**config.mk**
```make
export PLATFORM = sky130hd
export DESIGN_NAME = rtcpf_clock_pf
export DESIGN_NICKNAME = d
export VERILOG_FILES = /design/src/rtcpf_pkg.sv /design/src/rtcpf_clock_pf.sv /design/src/rtcpf_tod.sv
export VERILOG_INCLUDE_DIRS = /design/src /design/src/src
export SDC_FILE = /design/constraint.sdc
export NUM_CORES = 1
export LEC_CHECK = 0
export CAP_MARGIN = 10
export CORE_UTILIZATION = 40
export CTS_BUF_LIST = sky130_fd_sc_hd__clkbuf_4 sky130_fd_sc_hd__clkbuf_8 sky130_fd_sc_hd__clkbuf_16
export DETAILED_ROUTE_END_ITERATION = 7
export DONT_BUFFER_PORTS = 1
export GPL_TIMING_DRIVEN = 0
export PLACE_DENSITY = 0.53
export SETUP_SLACK_MARGIN = 0.5
export SKIP_CTS_REPAIR_TIMING = 1
export SKIP_LAST_GASP = 1
export SLEW_MARGIN = 20
export SYNTH_ARGS = -nofsm -noshare
export SYNTH_HDL_FRONTEND = slang
export SYNTH_HIERARCHICAL = 1
export SYNTH_SLANG_ARGS = --single-unit
```
**constraint.sdc**
```tcl
create_clock -name clk -period 8.4 [get_ports clk]
set_input_delay 0.84 -clock clk [delete_from_list [all_inputs] [get_ports clk]]
set_output_delay 0.84 -clock clk [all_outputs]
set_load 0.1 [all_outputs]
```
**src/rtcpf_regs.svh**
```systemverilog
`ifndef RTCPF_REGS_SVH
`define RTCPF_REGS_SVH

// register addresses on the serial port (6-bit pointer)
`define RTCPF_ADDR_HSEC      6'h00
`define RTCPF_ADDR_SEC       6'h01
`define RTCPF_ADDR_MIN       6'h02
`define RTCPF_ADDR_HOUR      6'h03
`define RTCPF_ADDR_DOW       6'h04
`define RTCPF_ADDR_DATE      6'h05
`define RTCPF_ADDR_MONTH     6'h06
`define RTCPF_ADDR_YEAR      6'h07
`define RTCPF_ADDR_CTRL      6'h08
`define RTCPF_ADDR_HOLD      6'h0C
`define RTCPF_CLOCK_REGS     6'h08

// byte indices inside the time array
`define RTCPF_IDX_HSEC       3'h0
`define RTCPF_IDX_SEC        3'h1
`define RTCPF_IDX_MIN        3'h2
`define RTCPF_IDX_HOUR       3'h3
`define RTCPF_IDX_DOW        3'h4
`define RTCPF_IDX_DATE       3'h5
`define RTCPF_IDX_MONTH      3'h6
`define RTCPF_IDX_YEAR       3'h7

// field positions
`define RTCPF_BIT_STOP       7
`define RTCPF_BIT_CENT_EN    7
`define RTCPF_BIT_CENT_FLAG  6
`define RTCPF_BIT_POWER_UP_DESELECT_TIME_SEL   7
`define RTCPF_BIT_FREEZE     6

// reset values
`define RTCPF_CTRL_RST       8'h00
`define RTCPF_ONE_RST        8'h01
`define RTCPF_FREEZE_RST     1'b0

// timing
`define RTCPF_CLK_HZ         40000000
`define RTCPF_OSC_HZ         32768
`define RTCPF_HSEC_STEP      100
`define RTCPF_POWER_UP_DESELECT_TIME_SHORT_US  50
`define RTCPF_POWER_UP_DESELECT_TIME_LONG_US   2000

`endif

```
**src/rtcpf_pkg.sv**
```systemverilog
package rtcpf_pkg;

	// eight BCD time bytes, index = clock register address
	typedef logic [7:0][7:0] rtcpf_time_t;

	// serial port pins as seen by the device
	typedef struct packed {
		logic scl;
		logic sdi;
		logic ce_n;
	} rtcpf_spi_in_t;

	// digital view of the supply comparators
	typedef struct packed {
		logic pwr_fail;
		logic on_battery;
		logic supply_ok;
	} rtcpf_supply_t;

	// power sequencing, gray along run-fail-batt-rec
	typedef enum logic [1:0] {
		PS_RUN  = 2'b00,
		PS_FAIL = 2'b01,
		PS_BATT = 2'b11,
		PS_REC  = 2'b10
	} rtcpf_pwr_t;

endpackage : rtcpf_pkg

```
**src/rtcpf_clock_pf.sv**
```systemverilog
// Function
// power fail deselects, blocks register access
// reset output active until supply nominal
// sram enable forced high while out of tolerance
// power-up deselect interval keeps sram disabled
// reset stays active through deselect interval
// all outputs high impedance on battery
// fast fall may delay deselect 200 us
// eight bcd clock registers hold time
// century flag toggles only when enabled
// day of week, date, month, year registers
// control register accessible on its own
// stop bit halts timekeeping, not the 32 kHz tick
// clearing stop bit resumes counting promptly
// clock reads suspend user copy updates
// power fail sets freeze bit automatically
// host clears freeze bit to resume updates
// power fail aborts access, clears pointer
// updates resume on deselect or non-clock address
// clock register write resets divider chain
// supply comparators are digital inputs
// deselect interval counted on 32 kHz ticks
`include "rtcpf_regs.svh"

module rtcpf_clock_pf #(
	parameter int OSC_DIV = `RTCPF_CLK_HZ / `RTCPF_OSC_HZ
) (
	input  wire logic                  clk,
	input  wire logic                  srst,
	input  rtcpf_pkg::rtcpf_spi_in_t   spi_in,
	output wire logic                  sdo,
	output wire logic                  sdo_oe_n,
	input  rtcpf_pkg::rtcpf_supply_t   supply,
	input  wire logic                  ext_ce_n,
	output wire logic                  sram_enable_out,
	output wire logic                  sram_oe_n,
	output wire logic                  cpu_reset_n,
	output wire logic                  cpu_reset_oe_n
);
	import rtcpf_pkg::*;

	// deselect interval lengths in 32 kHz ticks, rounded up
	localparam int POWER_UP_DESELECT_TIME_SHORT_TK =
		(`RTCPF_POWER_UP_DESELECT_TIME_SHORT_US * `RTCPF_OSC_HZ + 999999) / 1000000;
	localparam int POWER_UP_DESELECT_TIME_LONG_TK =
		(`RTCPF_POWER_UP_DESELECT_TIME_LONG_US * `RTCPF_OSC_HZ + 999999) / 1000000;

	// true for the eight timekeeping addresses
	function automatic logic is_clock_addr(input logic [5:0] a);
		return a < `RTCPF_CLOCK_REGS;
	endfunction : is_clock_addr

	// synchronisers: stage one feeds stage two only
	rtcpf_spi_in_t  spi_s1_ff;
	rtcpf_spi_in_t  spi_s2_ff;
	rtcpf_spi_in_t  spi_s3_ff;
	rtcpf_supply_t  sup_s1_ff;
	rtcpf_supply_t  sup_s2_ff;
	logic           ext_s1_ff;
	logic           ext_s2_ff;

	// power sequencing
	rtcpf_pwr_t     pstate_ff;
	rtcpf_pwr_t     nxt_pstate;
	logic [6:0]     rec_ff;

	// serial engine
	logic [2:0]     bitcnt_ff;
	logic           data_ph_ff;
	logic           wr_ff;
	logic [5:0]     ptr_ff;
	logic [6:0]     rx_ff;
	logic [7:0]     tx_ff;
	logic           sdo_ff;
	logic           sdo_oe_n_ff;

	// user-visible registers
	rtcpf_time_t    user_ff;
	logic [7:0]     ctrl_ff;
	logic           freeze_ff;

	// pin outputs
	logic           sram_en_ff;
	logic           sram_oe_n_ff;
	logic           rst_n_ff;
	logic           rst_oe_n_ff;

	// internal time and the derived 32 kHz enable
	rtcpf_time_t    time_int;
	logic           tick_32k;

	// every pin passes two flops before any logic sees it
	always_ff @(posedge clk) begin
		spi_s1_ff <= spi_in;
		spi_s2_ff <= spi_s1_ff;
		spi_s3_ff <= spi_s2_ff;
		sup_s1_ff <= supply;
		sup_s2_ff <= sup_s1_ff;
		ext_s1_ff <= ext_ce_n;
		ext_s2_ff <= ext_s1_ff;
	end

	// power state decode
	wire pf_now    = sup_s2_ff.pwr_fail;
	wire batt_now  = sup_s2_ff.on_battery;
	wire ok_now    = sup_s2_ff.supply_ok;
	wire rec_done  = rec_ff == 7'h00;
	wire running   = pstate_ff == PS_RUN;
	wire on_batt   = pstate_ff == PS_BATT;
	wire enter_rec = (pstate_ff != PS_REC) && (nxt_pstate == PS_REC);
	wire pf_event  = (pstate_ff != PS_FAIL) && (nxt_pstate == PS_FAIL);
	wire power_up_deselect_time_sel  = time_int[`RTCPF_IDX_DOW][`RTCPF_BIT_POWER_UP_DESELECT_TIME_SEL];
	wire [6:0] rec_load = power_up_deselect_time_sel ? 7'(POWER_UP_DESELECT_TIME_SHORT_TK)
		: 7'(POWER_UP_DESELECT_TIME_LONG_TK);

	// deselect reacts within a few clocks, far inside the 200 us allowance
	always_comb begin
		nxt_pstate = pstate_ff;
		unique case (pstate_ff)
			PS_RUN: begin
				if (pf_now)
					nxt_pstate = PS_FAIL;
			end
			PS_FAIL: begin
				if (batt_now)
					nxt_pstate = PS_BATT;
				else if (ok_now && !pf_now)
					nxt_pstate = PS_REC;
			end
			PS_BATT: begin
				if (!batt_now)
					nxt_pstate = PS_FAIL;
			end
			PS_REC: begin
				if (pf_now)
					nxt_pstate = PS_FAIL;
				else if (rec_done)
					nxt_pstate = PS_RUN;
			end
		endcase
	end

	// reset lands in the recovery interval, like a power-up
	always_ff @(posedge clk) begin
		if (srst)
			pstate_ff <= PS_REC;
		else
			pstate_ff <= nxt_pstate;
	end

	// deselect interval counter, loaded from the interval setting
	always_ff @(posedge clk) begin
		if (srst)
			rec_ff <= 7'(POWER_UP_DESELECT_TIME_LONG_TK);
		else if (enter_rec)
			rec_ff <= rec_load;
		else if (pstate_ff == PS_REC && tick_32k && !rec_done)
			rec_ff <= rec_ff - 7'h01;
	end

	// serial decode; access only while the supply is in tolerance
	wire       scl_rise  = spi_s2_ff.scl & ~spi_s3_ff.scl;
	wire       scl_fall  = ~spi_s2_ff.scl & spi_s3_ff.scl;
	wire       spi_en    = running & ~spi_s2_ff.ce_n;
	wire       byte_done = spi_en & scl_rise & (bitcnt_ff == 3'h7);
	wire [7:0] rx_byte   = {rx_ff, spi_s2_ff.sdi};
	wire       cmd_done  = byte_done & ~data_ph_ff;
	wire       data_done = byte_done & data_ph_ff;
	wire [5:0] ptr_inc   = ptr_ff + 6'h01;
	wire [5:0] rd_addr   = cmd_done ? rx_byte[5:0] : ptr_inc;
	wire       wr_stb    = data_done & wr_ff;
	wire       wr_clock  = wr_stb & is_clock_addr(ptr_ff);
	wire       wr_ctrl   = wr_stb & (ptr_ff == `RTCPF_ADDR_CTRL);
	wire       wr_hold   = wr_stb & (ptr_ff == `RTCPF_ADDR_HOLD);

	// read mux: clock copy, control, freeze bit, zero elsewhere
	wire [7:0] rd_byte =
		is_clock_addr(rd_addr) ? user_ff[rd_addr[2:0]]
		: (rd_addr == `RTCPF_ADDR_CTRL) ? ctrl_ff
		: (rd_addr == `RTCPF_ADDR_HOLD)
			? {1'b0, freeze_ff, 6'h00}
		: 8'h00;

	// frame state; bit 6 of the command is a don't care
	always_ff @(posedge clk) begin
		if (srst || !spi_en) begin
			bitcnt_ff  <= 3'h0;
			data_ph_ff <= 1'b0;
			wr_ff      <= 1'b0;
			ptr_ff     <= 6'h00;
		end else if (scl_rise) begin
			bitcnt_ff <= bitcnt_ff + 3'h1;
			if (cmd_done) begin
				data_ph_ff <= 1'b1;
				wr_ff      <= rx_byte[7];
				ptr_ff     <= rx_byte[5:0];
			end else if (data_done) begin
				ptr_ff <= ptr_inc; // wraps 3Fh to 00h
			end
		end
	end

	// receive shift on rising scl
	always_ff @(posedge clk) begin
		if (srst)
			rx_ff <= 7'h00;
		else if (spi_en && scl_rise)
			rx_ff <= rx_byte[6:0];
	end

	// transmit: load at byte end, present msb on the next falling scl
	always_ff @(posedge clk) begin
		if (srst || !spi_en) begin
			tx_ff  <= 8'h00;
			sdo_ff <= 1'b0;
		end else if (cmd_done || data_done) begin
			tx_ff <= rd_byte;
		end else if (scl_fall && data_ph_ff && !wr_ff) begin
			sdo_ff <= tx_ff[7];
			tx_ff  <= {tx_ff[6:0], 1'b0};
		end
	end

	// data pin drives only during a read data phase
	always_ff @(posedge clk) begin
		if (srst)
			sdo_oe_n_ff <= 1'b1;
		else
			sdo_oe_n_ff <= ~(spi_en & data_ph_ff & ~wr_ff) | on_batt;
	end

	// copying stops while the pointer sits on a clock address during a selected data phase
	wire clock_hold  = spi_en & data_ph_ff & is_clock_addr(ptr_ff);
	wire user_update = ~freeze_ff & ~clock_hold;

	// user copy; a host write lands in both copies at once
	always_ff @(posedge clk) begin
		if (srst)
			user_ff <= time_int;
		else if (wr_clock)
			user_ff[ptr_ff[2:0]] <= rx_byte;
		else if (user_update)
			user_ff <= time_int;
	end

	// control byte is plain storage here, no calibration behind it
	always_ff @(posedge clk) begin
		if (srst)
			ctrl_ff <= `RTCPF_CTRL_RST;
		else if (wr_ctrl)
			ctrl_ff <= rx_byte;
	end

	// freeze bit: power fail sets it, and the set beats a host clear
	always_ff @(posedge clk) begin
		if (srst)
			freeze_ff <= `RTCPF_FREEZE_RST;
		else if (pf_event)
			freeze_ff <= 1'b1;
		else if (wr_hold)
			freeze_ff <= rx_byte[`RTCPF_BIT_FREEZE];
	end

	// internal timekeeping; stop bit and divider reset live inside
	rtcpf_tod #(
		.OSC_DIV (OSC_DIV)
	) u_tod (
		.clk      (clk),
		.srst     (srst),
		.wr_en    (wr_clock),
		.wr_idx   (ptr_ff[2:0]),
		.wr_data  (rx_byte),
		.tick_32k (tick_32k),
		.time_q   (time_int)
	);

	// supervisor pins; the sram path costs two clocks of sync latency
	always_ff @(posedge clk) begin
		if (srst) begin
			sram_en_ff   <= 1'b1;
			sram_oe_n_ff <= 1'b0;
			rst_n_ff     <= 1'b0;
			rst_oe_n_ff  <= 1'b0;
		end else begin
			sram_en_ff   <= ext_s2_ff | ~running;
			sram_oe_n_ff <= on_batt;
			rst_n_ff     <= running;
			rst_oe_n_ff  <= on_batt;
		end
	end

	assign sdo             = sdo_ff;
	assign sdo_oe_n        = sdo_oe_n_ff;
	assign sram_enable_out = sram_en_ff;
	assign sram_oe_n       = sram_oe_n_ff;
	assign cpu_reset_n     = rst_n_ff;
	assign cpu_reset_oe_n  = rst_oe_n_ff;

endmodule : rtcpf_clock_pf

```
**src/rtcpf_tod.sv**
```systemverilog
`include "rtcpf_regs.svh"

module rtcpf_tod #(
	parameter int OSC_DIV = `RTCPF_CLK_HZ / `RTCPF_OSC_HZ
) (
	input  wire logic                 clk,
	input  wire logic                 srst,
	input  wire logic                 wr_en,
	input  wire logic [2:0]           wr_idx,
	input  wire logic [7:0]           wr_data,
	output wire logic                 tick_32k,
	output rtcpf_pkg::rtcpf_time_t    time_q
);
	import rtcpf_pkg::*;

	logic [10:0]  div_ff;
	logic [14:0]  acc_ff;
	rtcpf_time_t  t_ff;

	// bcd step with wrap; >= recovers from illegal values
	function automatic logic [8:0] bcd_step(input logic [7:0] v,
		input logic [7:0] lo, input logic [7:0] hi);
		if (v >= hi)
			return {1'b1, lo};
		else if (v[3:0] >= 4'h9)
			return {1'b0, v[7:4] + 4'h1, 4'h0};
		else
			return {1'b0, v + 8'h01};
	endfunction : bcd_step

	// last day of month in bcd, leap years from the bcd year
	function automatic logic [7:0] last_day(input logic [7:0] mon,
		input logic [7:0] yr);
		logic leap;
		leap = yr[4] ? (yr[3:0] == 4'h2 || yr[3:0] == 4'h6)
			: (yr[3:0] == 4'h0 || yr[3:0] == 4'h4 || yr[3:0] == 4'h8);
		case (mon)
			8'h02:                      return leap ? 8'h29 : 8'h28;
			8'h04, 8'h06, 8'h09, 8'h11: return 8'h30;
			default:                    return 8'h31;
		endcase
	endfunction : last_day

	// 32 kHz enable and hundredths accumulator (32768/100 is not whole)
	wire         stopped = t_ff[`RTCPF_IDX_SEC][`RTCPF_BIT_STOP];
	wire [15:0]  acc_sum = {1'b0, acc_ff} + 16'(`RTCPF_HSEC_STEP);
	wire         acc_ovf = acc_sum >= 16'(`RTCPF_OSC_HZ);
	wire [15:0]  acc_rem = acc_sum - 16'(`RTCPF_OSC_HZ);
	assign tick_32k = div_ff == 11'(OSC_DIV - 1);
	wire         hs_tick = tick_32k & ~stopped & acc_ovf;

	always_ff @(posedge clk) begin
		if (srst || wr_en) begin
			div_ff <= 11'h000;
			acc_ff <= 15'h0000;
		end else begin
			div_ff <= tick_32k ? 11'h000 : div_ff + 11'h001;
			if (tick_32k && !stopped)
				acc_ff <= acc_ovf ? acc_rem[14:0] : acc_sum[14:0];
		end
	end

	// carry cascade through the bcd fields
	wire [8:0] hs_n  = bcd_step(t_ff[`RTCPF_IDX_HSEC], 8'h00, 8'h99);
	wire [8:0] sec_n = bcd_step({1'b0, t_ff[`RTCPF_IDX_SEC][6:0]},
		8'h00, 8'h59);
	wire [8:0] min_n = bcd_step({1'b0, t_ff[`RTCPF_IDX_MIN][6:0]},
		8'h00, 8'h59);
	wire [8:0] hr_n  = bcd_step({2'b00, t_ff[`RTCPF_IDX_HOUR][5:0]},
		8'h00, 8'h23);
	wire [8:0] dow_n = bcd_step({5'h00, t_ff[`RTCPF_IDX_DOW][2:0]},
		8'h01, 8'h07);
	wire [8:0] dt_n  = bcd_step({2'b00, t_ff[`RTCPF_IDX_DATE][5:0]},
		8'h01, last_day(t_ff[`RTCPF_IDX_MONTH], t_ff[`RTCPF_IDX_YEAR]));
	wire [8:0] mo_n  = bcd_step({3'h0, t_ff[`RTCPF_IDX_MONTH][4:0]},
		8'h01, 8'h12);
	wire [8:0] yr_n  = bcd_step(t_ff[`RTCPF_IDX_YEAR], 8'h00, 8'h99);
	wire c_s   = hs_tick & hs_n[8];
	wire c_m   = c_s & sec_n[8];
	wire c_h   = c_m & min_n[8];
	wire c_d   = c_h & hr_n[8];
	wire c_mo  = c_d & dt_n[8];
	wire c_yr  = c_mo & mo_n[8];
	wire ceb   = t_ff[`RTCPF_IDX_HOUR][`RTCPF_BIT_CENT_EN];
	wire cb_n  = t_ff[`RTCPF_IDX_HOUR][`RTCPF_BIT_CENT_FLAG]
		^ (c_yr & yr_n[8] & ceb);

	// internal time: host write wins over counting
	always_ff @(posedge clk) begin
		if (srst) begin
			t_ff <= '0;
			t_ff[`RTCPF_IDX_DOW]   <= `RTCPF_ONE_RST;
			t_ff[`RTCPF_IDX_DATE]  <= `RTCPF_ONE_RST;
			t_ff[`RTCPF_IDX_MONTH] <= `RTCPF_ONE_RST;
		end else if (wr_en) begin
			t_ff[wr_idx] <= wr_data;
		end else begin
			if (hs_tick)
				t_ff[`RTCPF_IDX_HSEC] <= hs_n[7:0];
			if (c_s)
				t_ff[`RTCPF_IDX_SEC][6:0] <= sec_n[6:0];
			if (c_m)
				t_ff[`RTCPF_IDX_MIN][6:0] <= min_n[6:0];
			if (c_h)
				t_ff[`RTCPF_IDX_HOUR] <= {ceb, cb_n, hr_n[5:0]};
			if (c_d) begin
				t_ff[`RTCPF_IDX_DOW][2:0]  <= dow_n[2:0];
				t_ff[`RTCPF_IDX_DATE][5:0] <= dt_n[5:0];
			end
			if (c_mo)
				t_ff[`RTCPF_IDX_MONTH][4:0] <= mo_n[4:0];
			if (c_yr)
				t_ff[`RTCPF_IDX_YEAR] <= yr_n[7:0];
		end
	end

	assign time_q = t_ff;

endmodule : rtcpf_tod

```
== After elaboration in Yosys (flattened, before gate mapping) ==
Cells that the tools add are included.

* Output and inout port bits: 6
* Word-level logic and storage cells: 262
* Input port bits: 9
* Flip-flop bits (word level): 218

* Mux-type cells: 63
* Reduce and logical (&&, ||, !) cells: 41
* Order comparisons: 22
* Add/sub/neg operators: 21
* Equality and inequality tests: 22
* Bitwise operators: 39

{| class="wikitable"
|+ Operators by type and width
! operator !! number
|-
| $mux 64 || 3
|-
| $bwmux 64 || 2
|-
| $mux 8 || 16
|-
| $mux 9 || 7
|-
| $mux 7 || 8
|-
| $mux 15 || 2
|-
| $mux 6 || 5
|-
| $ge 4x4->1 const B || 7
|-
| $and 1x1->1 || 25
|-
| $bmux 8 s3 || 1
|-
| $demux 8 s3 || 1
|-
| $eq 6x4->1 const B || 4
|-
| $reduce_bool 2->1 || 11
|-
| $add 15x7->16 const B || 1
|-
| $add 7x1->8 const B || 2
|-
| $add 8x1->8 const B || 2
|-
| $eq 8x3->1 const B || 2
|-
| $ge 16x16->1 const B || 1
|-
| $ge 8x8->1 const B || 2
|-
| $pmux 8 s2 || 1
|-
| $sub 15x1->15 const B || 1
|-
| $add 6x1->7 const B || 2
|-
| $ge 7x7->1 const B || 2
|-
| $lt 6x4->1 const B || 2
|-
| 47 further kinds || 98
|}

== Longest topological paths before layout ==
* Depth in word-level cells: 15
* Depth in mapped cells: 14
* Depth with buffers taken out: 14

== Hierarchy ==
The synthesis kept the hierarchy.

{| class="wikitable"
|+ Modules (own cells, without submodules)
! module !! seq. area each (µm²) !! times used !! cells an instance !! area each (µm²)
|-
| rtcpf_clock_pf || 3203.1 || 1 || 696 || 6289.8
|-
| rtcpf_tod || 1761.7 || 1 || 661 || 5300.1
|}

== Worst setup path before layout ==
Ideal clock, no wire load.

* Kind: reg-to-reg
* Start point: register u_tod.t_ff, in the netlist u_tod/time_q[48]
* End point: register u_tod.t_ff, in the netlist u_tod/time_q[30]
* Setup time: 0.082 ns
* Stages on the path, launching flop included: 14
* Path slack: 5.308 ns
* Arrival time: 3.010 ns
* Path buffers: 0
* Period minus slack after synthesis: 3.092 ns
* Path through: dfxtp_1 inv_1 ha_1 nor4b_1 o221ai_1 o211ai_1 nand2_1 ha_1 nor4b_1 o22ai_2 nand4_1 or4_1 or4_1 o221ai_1

* Longest elaborated chain between the ends: 12
* Elaborated cells between the ends (all ways): 18
* Those cells by class: order compare (2); eq/ne (5); mux (5); bitwise (5); reduce/logical (1)

{| class="wikitable"
|+ RTL lines
! what !! line !! source
|-
| from (decl) || rtcpf_tod.sv:18 || <nowiki>rtcpf_time_t t_ff;</nowiki>
|-
| from (signal, indexed assignment) || rtcpf_tod.sv:92 || <nowiki>t_ff[`RTCPF_IDX_DOW] <= `RTCPF_ONE_RST;</nowiki>
|-
| from (signal, indexed assignment) || rtcpf_tod.sv:93 || <nowiki>t_ff[`RTCPF_IDX_DATE] <= `RTCPF_ONE_RST;</nowiki>
|-
| from (signal, indexed assignment) || rtcpf_tod.sv:94 || <nowiki>t_ff[`RTCPF_IDX_MONTH] <= `RTCPF_ONE_RST;</nowiki>
|-
| $eq 8x3->1 (tied with other cells) || rtcpf_tod.sv:37 || <nowiki>case (mon)</nowiki>
|-
| $reduce_or 4->1 || rtcpf_tod.sv:37 ||
|-
| $pmux 8 s2 || rtcpf_tod.sv:37 ||
|-
| $ge 6x8->1 || rtcpf_tod.sv:23 || <nowiki>if (v >= hi)</nowiki>
|-
| $mux 9 || rtcpf_tod.sv:23 ||
|-
| $and 1x1->1 || rtcpf_tod.sv:82 || <nowiki>wire c_mo = c_d & dt_n[8];</nowiki>
|-
| $and 1x1->1 (*) || rtcpf_tod.sv:83 || <nowiki>wire c_yr = c_mo & mo_n[8];</nowiki>
|-
| $and 1x1->1 (*) (2 in a row) || rtcpf_tod.sv:86 || <nowiki>^ (c_yr & yr_n[8] & ceb);</nowiki>
|-
| $xor 1x1->1 (*) || rtcpf_tod.sv:85 || <nowiki>wire cb_n = t_ff[`RTCPF_IDX_HOUR][`RTCPF_BIT_CENT_FLAG]</nowiki>
|-
| $mux 7 (*) || rtcpf_tod.sv:104 || <nowiki>if (c_h)</nowiki>
|-
| $mux 11 (*) || rtcpf_tod.sv:95 || <nowiki>end else if (wr_en) begin</nowiki>
|}

Mark *: on every way between the ends. The rest lies on a longest branch, timed or not. The select of a mux whose other input is x is not followed.
A chain may end at the register's enable or synchronous reset.

== Worst setup path after layout ==
Same ends and word-level chain as after synthesis.

==> summary.md <==
| Metric | Value |
|---|---|
| Delay-heaviest family, CP | simple AND/OR/NAND/NOR gates |
| Nets | 1441 |
| Clock Power Share | 50.7% |
| Buffer depth of the longest clock path | 3 |
| Vias in the first global route | around 9500 |
| Critical path type | flop to flop |
| Port bufs | 0 |
| Clk pin slew, worst setup/hold paths | about 0.060 ns |
| Die Area | 0.02966 mm² |
| Synthesized Nets | 1413 |
| First-pass GRT wire length | approximately 56000 µm |
| Hold Path Sink | ext_s2_ff$_DFF_P_ |
| Max_cap viols | 0 |
| Area growth syn-to-layout | 12.44% |
| Netlist Area Pre-Place | roughly 0.012 mm² |
| Worst Tran Pin Value | roughly 1.2 ns |
| Mapped Cells | ~1400 |
| Critical R2R Launch | u_tod/time_q[48]$_SDFFE_PP1P_ |
| Setup Skew | 0.01176 ns |
| Fmax | roughly 230 MHz |
| Num CTS Buffers | 26 |
| Initial antenna violation count | 0 |
| Worst Setup End Kind | flop |
| Antenna Cells | 0 |
| Critical Path Start Type | flop |
| Routed Antenna Nets | 0 |
| Initial core utilization | about two fifths |
| Core Footprint | between 0.02 and 0.03 mm² |
| Reg2reg setup slack | approximately 4.1 ns |
| Row count | 61 |
| Post-synthesis sequential area ratio | a little over two fifths |
| Worst-Skew Late Latency | ~0.54 ns |
| Filler cell count | ~2700 |
| Final Wtd Congestion | approximately 0.89 |
| Routed WL | ~36000 µm |
| Htree depth | 1 |
| Die height | around 170 µm |
| Outcome | finished clean |
| Min-delay src | ext_s1_ff$_DFF_P_ |
| Buf+Inv Stages, Crit Path | 1 |
| Switching Fraction | about 22% |
| Final hold vios | 0 |
| Die width | roughly 170 µm |
| Critical path's slowest cell | or4_1 |
| Register-to-Register Path Depth | 13 |
| Total I/O pin count | 15 |
| Critical-path cell list | inv_1 > ha_1 > nor4b_1 > o221ai_1 > o211ai_1 > nand2_1 > ha_1 > nor4b_1 > o22ai_2 > nand4_1 > or4_1 > or4_1 > o221ai_1 |
| CP max FO | 8 |
| Unrepaired setup endpoints after global routing | no |
| Internal | around 0.0019 W |
| Vias | ~10000 |
| Ys Warns | 6 |
| Total Routing Usage GR | about a quarter |
| Leakage power | approximately 5 nW |
| Min-delay worst type | flop to flop |
| Largest net degree at the start of global routing | 15 |
| Synth Register Bits | 216 |
| Initial drt markers | 909 |
| Tcrit/Tclk final | just over 50% |
| EDFF count, synth | 64 |
| Via/cell ratio | 5.741 |
| Post-DP HPWL | 26300 µm |
| GRT overflow | 0 |
| Worst Path Required | 8.85 ns |
| Final worst path period need | between 4 and 5 ns |
| Final core occ | a little under half |
| Syn avg cell area | 8.541 µm² |
| Num Clock Sinks | roughly 220 |
| CTS Root Cell | clkbuf_16 |
| Slew Limit Headroom | a little over a fifth |
| Wirelength per Cell | between 20 and 25 µm |
| Final-report max-slew violation count | 0 |
| Reg-to-Reg End | u_tod/time_q[30]$_SDFFE_PP0P_ |
| Setup TNS | 0 ns |
| Ys flop type | dfxtp_1 |
| Worst hold stages | 0 |
| Share of post-route cells with drive strength above 1 | approximately 7.3% |
| Ys async rst share | 0% |
| Sw power | 0.0005158 W |
| CTS tree | yes |
| Synth cell types | 91 |
| Peak VDD IR | 0.1530 mV |
| Setup violators final | 0 |
| Combinational fraction of design power | 2.6% |
| DRT Pass-1 Iters | 5 |
| # DRC | 0 |
| P per Cell Area | about 180 mW/mm² |
| Share of power burned in registers | 46.8% |
| Worst Path Arrival | between 4 and 5 ns |
| Critical path's largest stage delay | 0.63 ns |
-- cells by family after synthesis --
group | Yosys count | synth area share [%]
AND/OR/NAND/NOR | 664 | 27.57
AO/OA/AOI/OAI | 240 | 14.15
flip-flops | 216 | 42.84
buffers and inverters | 113 | 4.016
adder cells (fa/ha/maj) | 47 | 5.074
multiplexers | 43 | 3.778
XOR/XNOR | 34 | 2.569
-- how the worst max path moves through the flow --
stage	slack, ns	depth (start not counted)	start	end
after floorplan	5.31	13	u_tod/time_q[48]$_SDFFE_PP1P_	u_tod/time_q[30]$_SDFFE_PP0P_
after global placement	4.33	13	u_tod/time_q[48]$_SDFFE_PP1P_	u_tod/time_q[58]$_SDFFE_PP0P_
after detailed placement	4.29	13	u_tod/time_q[48]$_SDFFE_PP1P_	u_tod/time_q[58]$_SDFFE_PP0P_
after CTS	4.28	13	u_tod/time_q[48]$_SDFFE_PP1P_	u_tod/time_q[58]$_SDFFE_PP0P_
after global routing	3.87	13	u_tod/time_q[48]$_SDFFE_PP1P_	u_tod/time_q[58]$_SDFFE_PP0P_
final	4.11	13	u_tod/time_q[48]$_SDFFE_PP1P_	u_tod/time_q[30]$_SDFFE_PP0P_
-- worst register-to-register path, delay by kind of cell (launching register included) --
family	cells	cell delay (ns)
AOI/OAI and AO/OA	4	0.93
adders and majority gates	2	0.52
buffers and inverters	1	0.16
DFF	1	0.43
and+or+nand+nor	6	2.18
-- cells in the mapped netlist, types with 16 or more instances --
cell | instances | area (µm²)
ha_1 | 47 | 588.1
xor2_1 | 16 | 140.1
inv_1 | 36 | 135.1
nor2_1 | 120 | 450.4
xnor2_1 | 18 | 157.7
nand2_1 | 277 | 1040
dfxtp_1 | 152 | 3043
mux2i_1 | 40 | 400.4
nand3_1 | 101 | 505.5
clkbuf_1 | 50 | 187.7
edfxtp_1 | 64 | 1922
a21oi_1 | 70 | 350.3
nor3_1 | 30 | 150.1
o21ai_0 | 44 | 220.2
a31oi_1 | 19 | 118.9
-- registers in the layout, summed over array words and instances (netlist names), 2 cells and up --
name / count
u_tod/time_q: 64
user_ff: 64
u_tod/acc_ff: 13
u_tod/div_ff: 11
ctrl_ff: 8
tx_ff: 8
rec_ff: 7
rx_ff: 7
ptr_ff: 6
bitcnt_ff: 3
spi_s1_ff: 3
sup_s1_ff: 3
pstate_ff: 2
spi_s2_ff: 2
-- cells in the final DEF (no fill, tap or decap), types with 6 or more instances in the layout --
cell type,synthesis,final
nor3_1,30,26
edfxtp_1,64,64
o21ai_0,44,44
a221oi_1,8,8
a211oi_1,7,7
clkbuf_16,0,30
nand2b_1,14,14
o31ai_1,7,7
mux2i_1,40,40
nand4b_1,7,7
xor2_1,16,16
buf_1,12,12
or3_1,15,15
a32o_1,6,6
clkbuf_4,0,7
nor2_1,120,120
inv_1,36,36
clkbuf_8,0,7
clkbuf_1,50,50
a31oi_1,19,19
nand4_1,9,9
nand3_1,101,101
dfxtp_1,152,152
xnor2_1,18,18
nor2b_1,10,10
and3_1,12,12
nor4_1,7,7
buf_2,8,8
a21oi_1,70,70
and2_1,14,14
o22ai_2,7,7
ha_1,47,47
nand2_1,277,277
a22oi_1,12,12
a221o_1,7,7
-- power groups by stage --
stage               logic (W)  clock network, W  registers [W]
finish              0.0000617           0.00121        0.00112
CTS                 0.0000615           0.00123        0.00112
detailed placement  0.0000613                 0        0.00114
global placement    0.0000608                 0        0.00114
floorplan           0.0000428                 0        0.00113
global route        0.0000670           0.00127        0.00112
-- per-layer routing --
metal / up-vias / wire [µm] / global-route usage [%] / part of all wire [%]
li1: 4894 / - / - / -
met5: - / 0 / 0 / 0
met4: 0 / 1193 / 8.042 / 3.3
met2: 371 / 15910 / 38.83 / 44
met1: 4900 / 17280 / 35.92 / 48
met3: 72 / 1945 / 2.495 / 5.4
-- stage by stage --
stage / hold slack (ns) / total power [W] / instance area (µm²) / instances / setup WS, ns
after floorplan: 0.3096 / 0.001177 / 11590 / 1357 / 5.308
after global placement: 0.3110 / 0.001201 / 12060 / 1735 / 4.329
after detailed placement: 0.3154 / 0.001202 / 12070 / 1735 / 4.289
after CTS: 0.3088 / 0.002413 / 13020 / 1783 / 4.276
after global routing: 0.3089 / 0.002456 / 13030 / 1783 / 3.872
final: 0.3264 / 0.002390 / 13030 / 1783 / 4.111
-- layout make-up --
class / instances / area, µm² / share of cell area (%)
Inverter: 37 / 138.9 / 1.066
Buffer: 76 / 326.6 / 2.506
Sequential cell: 216 / 4965 / 38.10
Clock buffer: 44 / 899.6 / 6.904
Tap cell: 378 / 473.0 / 3.629
Multi-Input combinational cell: 1028 / 6180 / 47.42
Clock inverter: 4 / 48.80 / 0.3745
(Power assumes the default switching activity.)
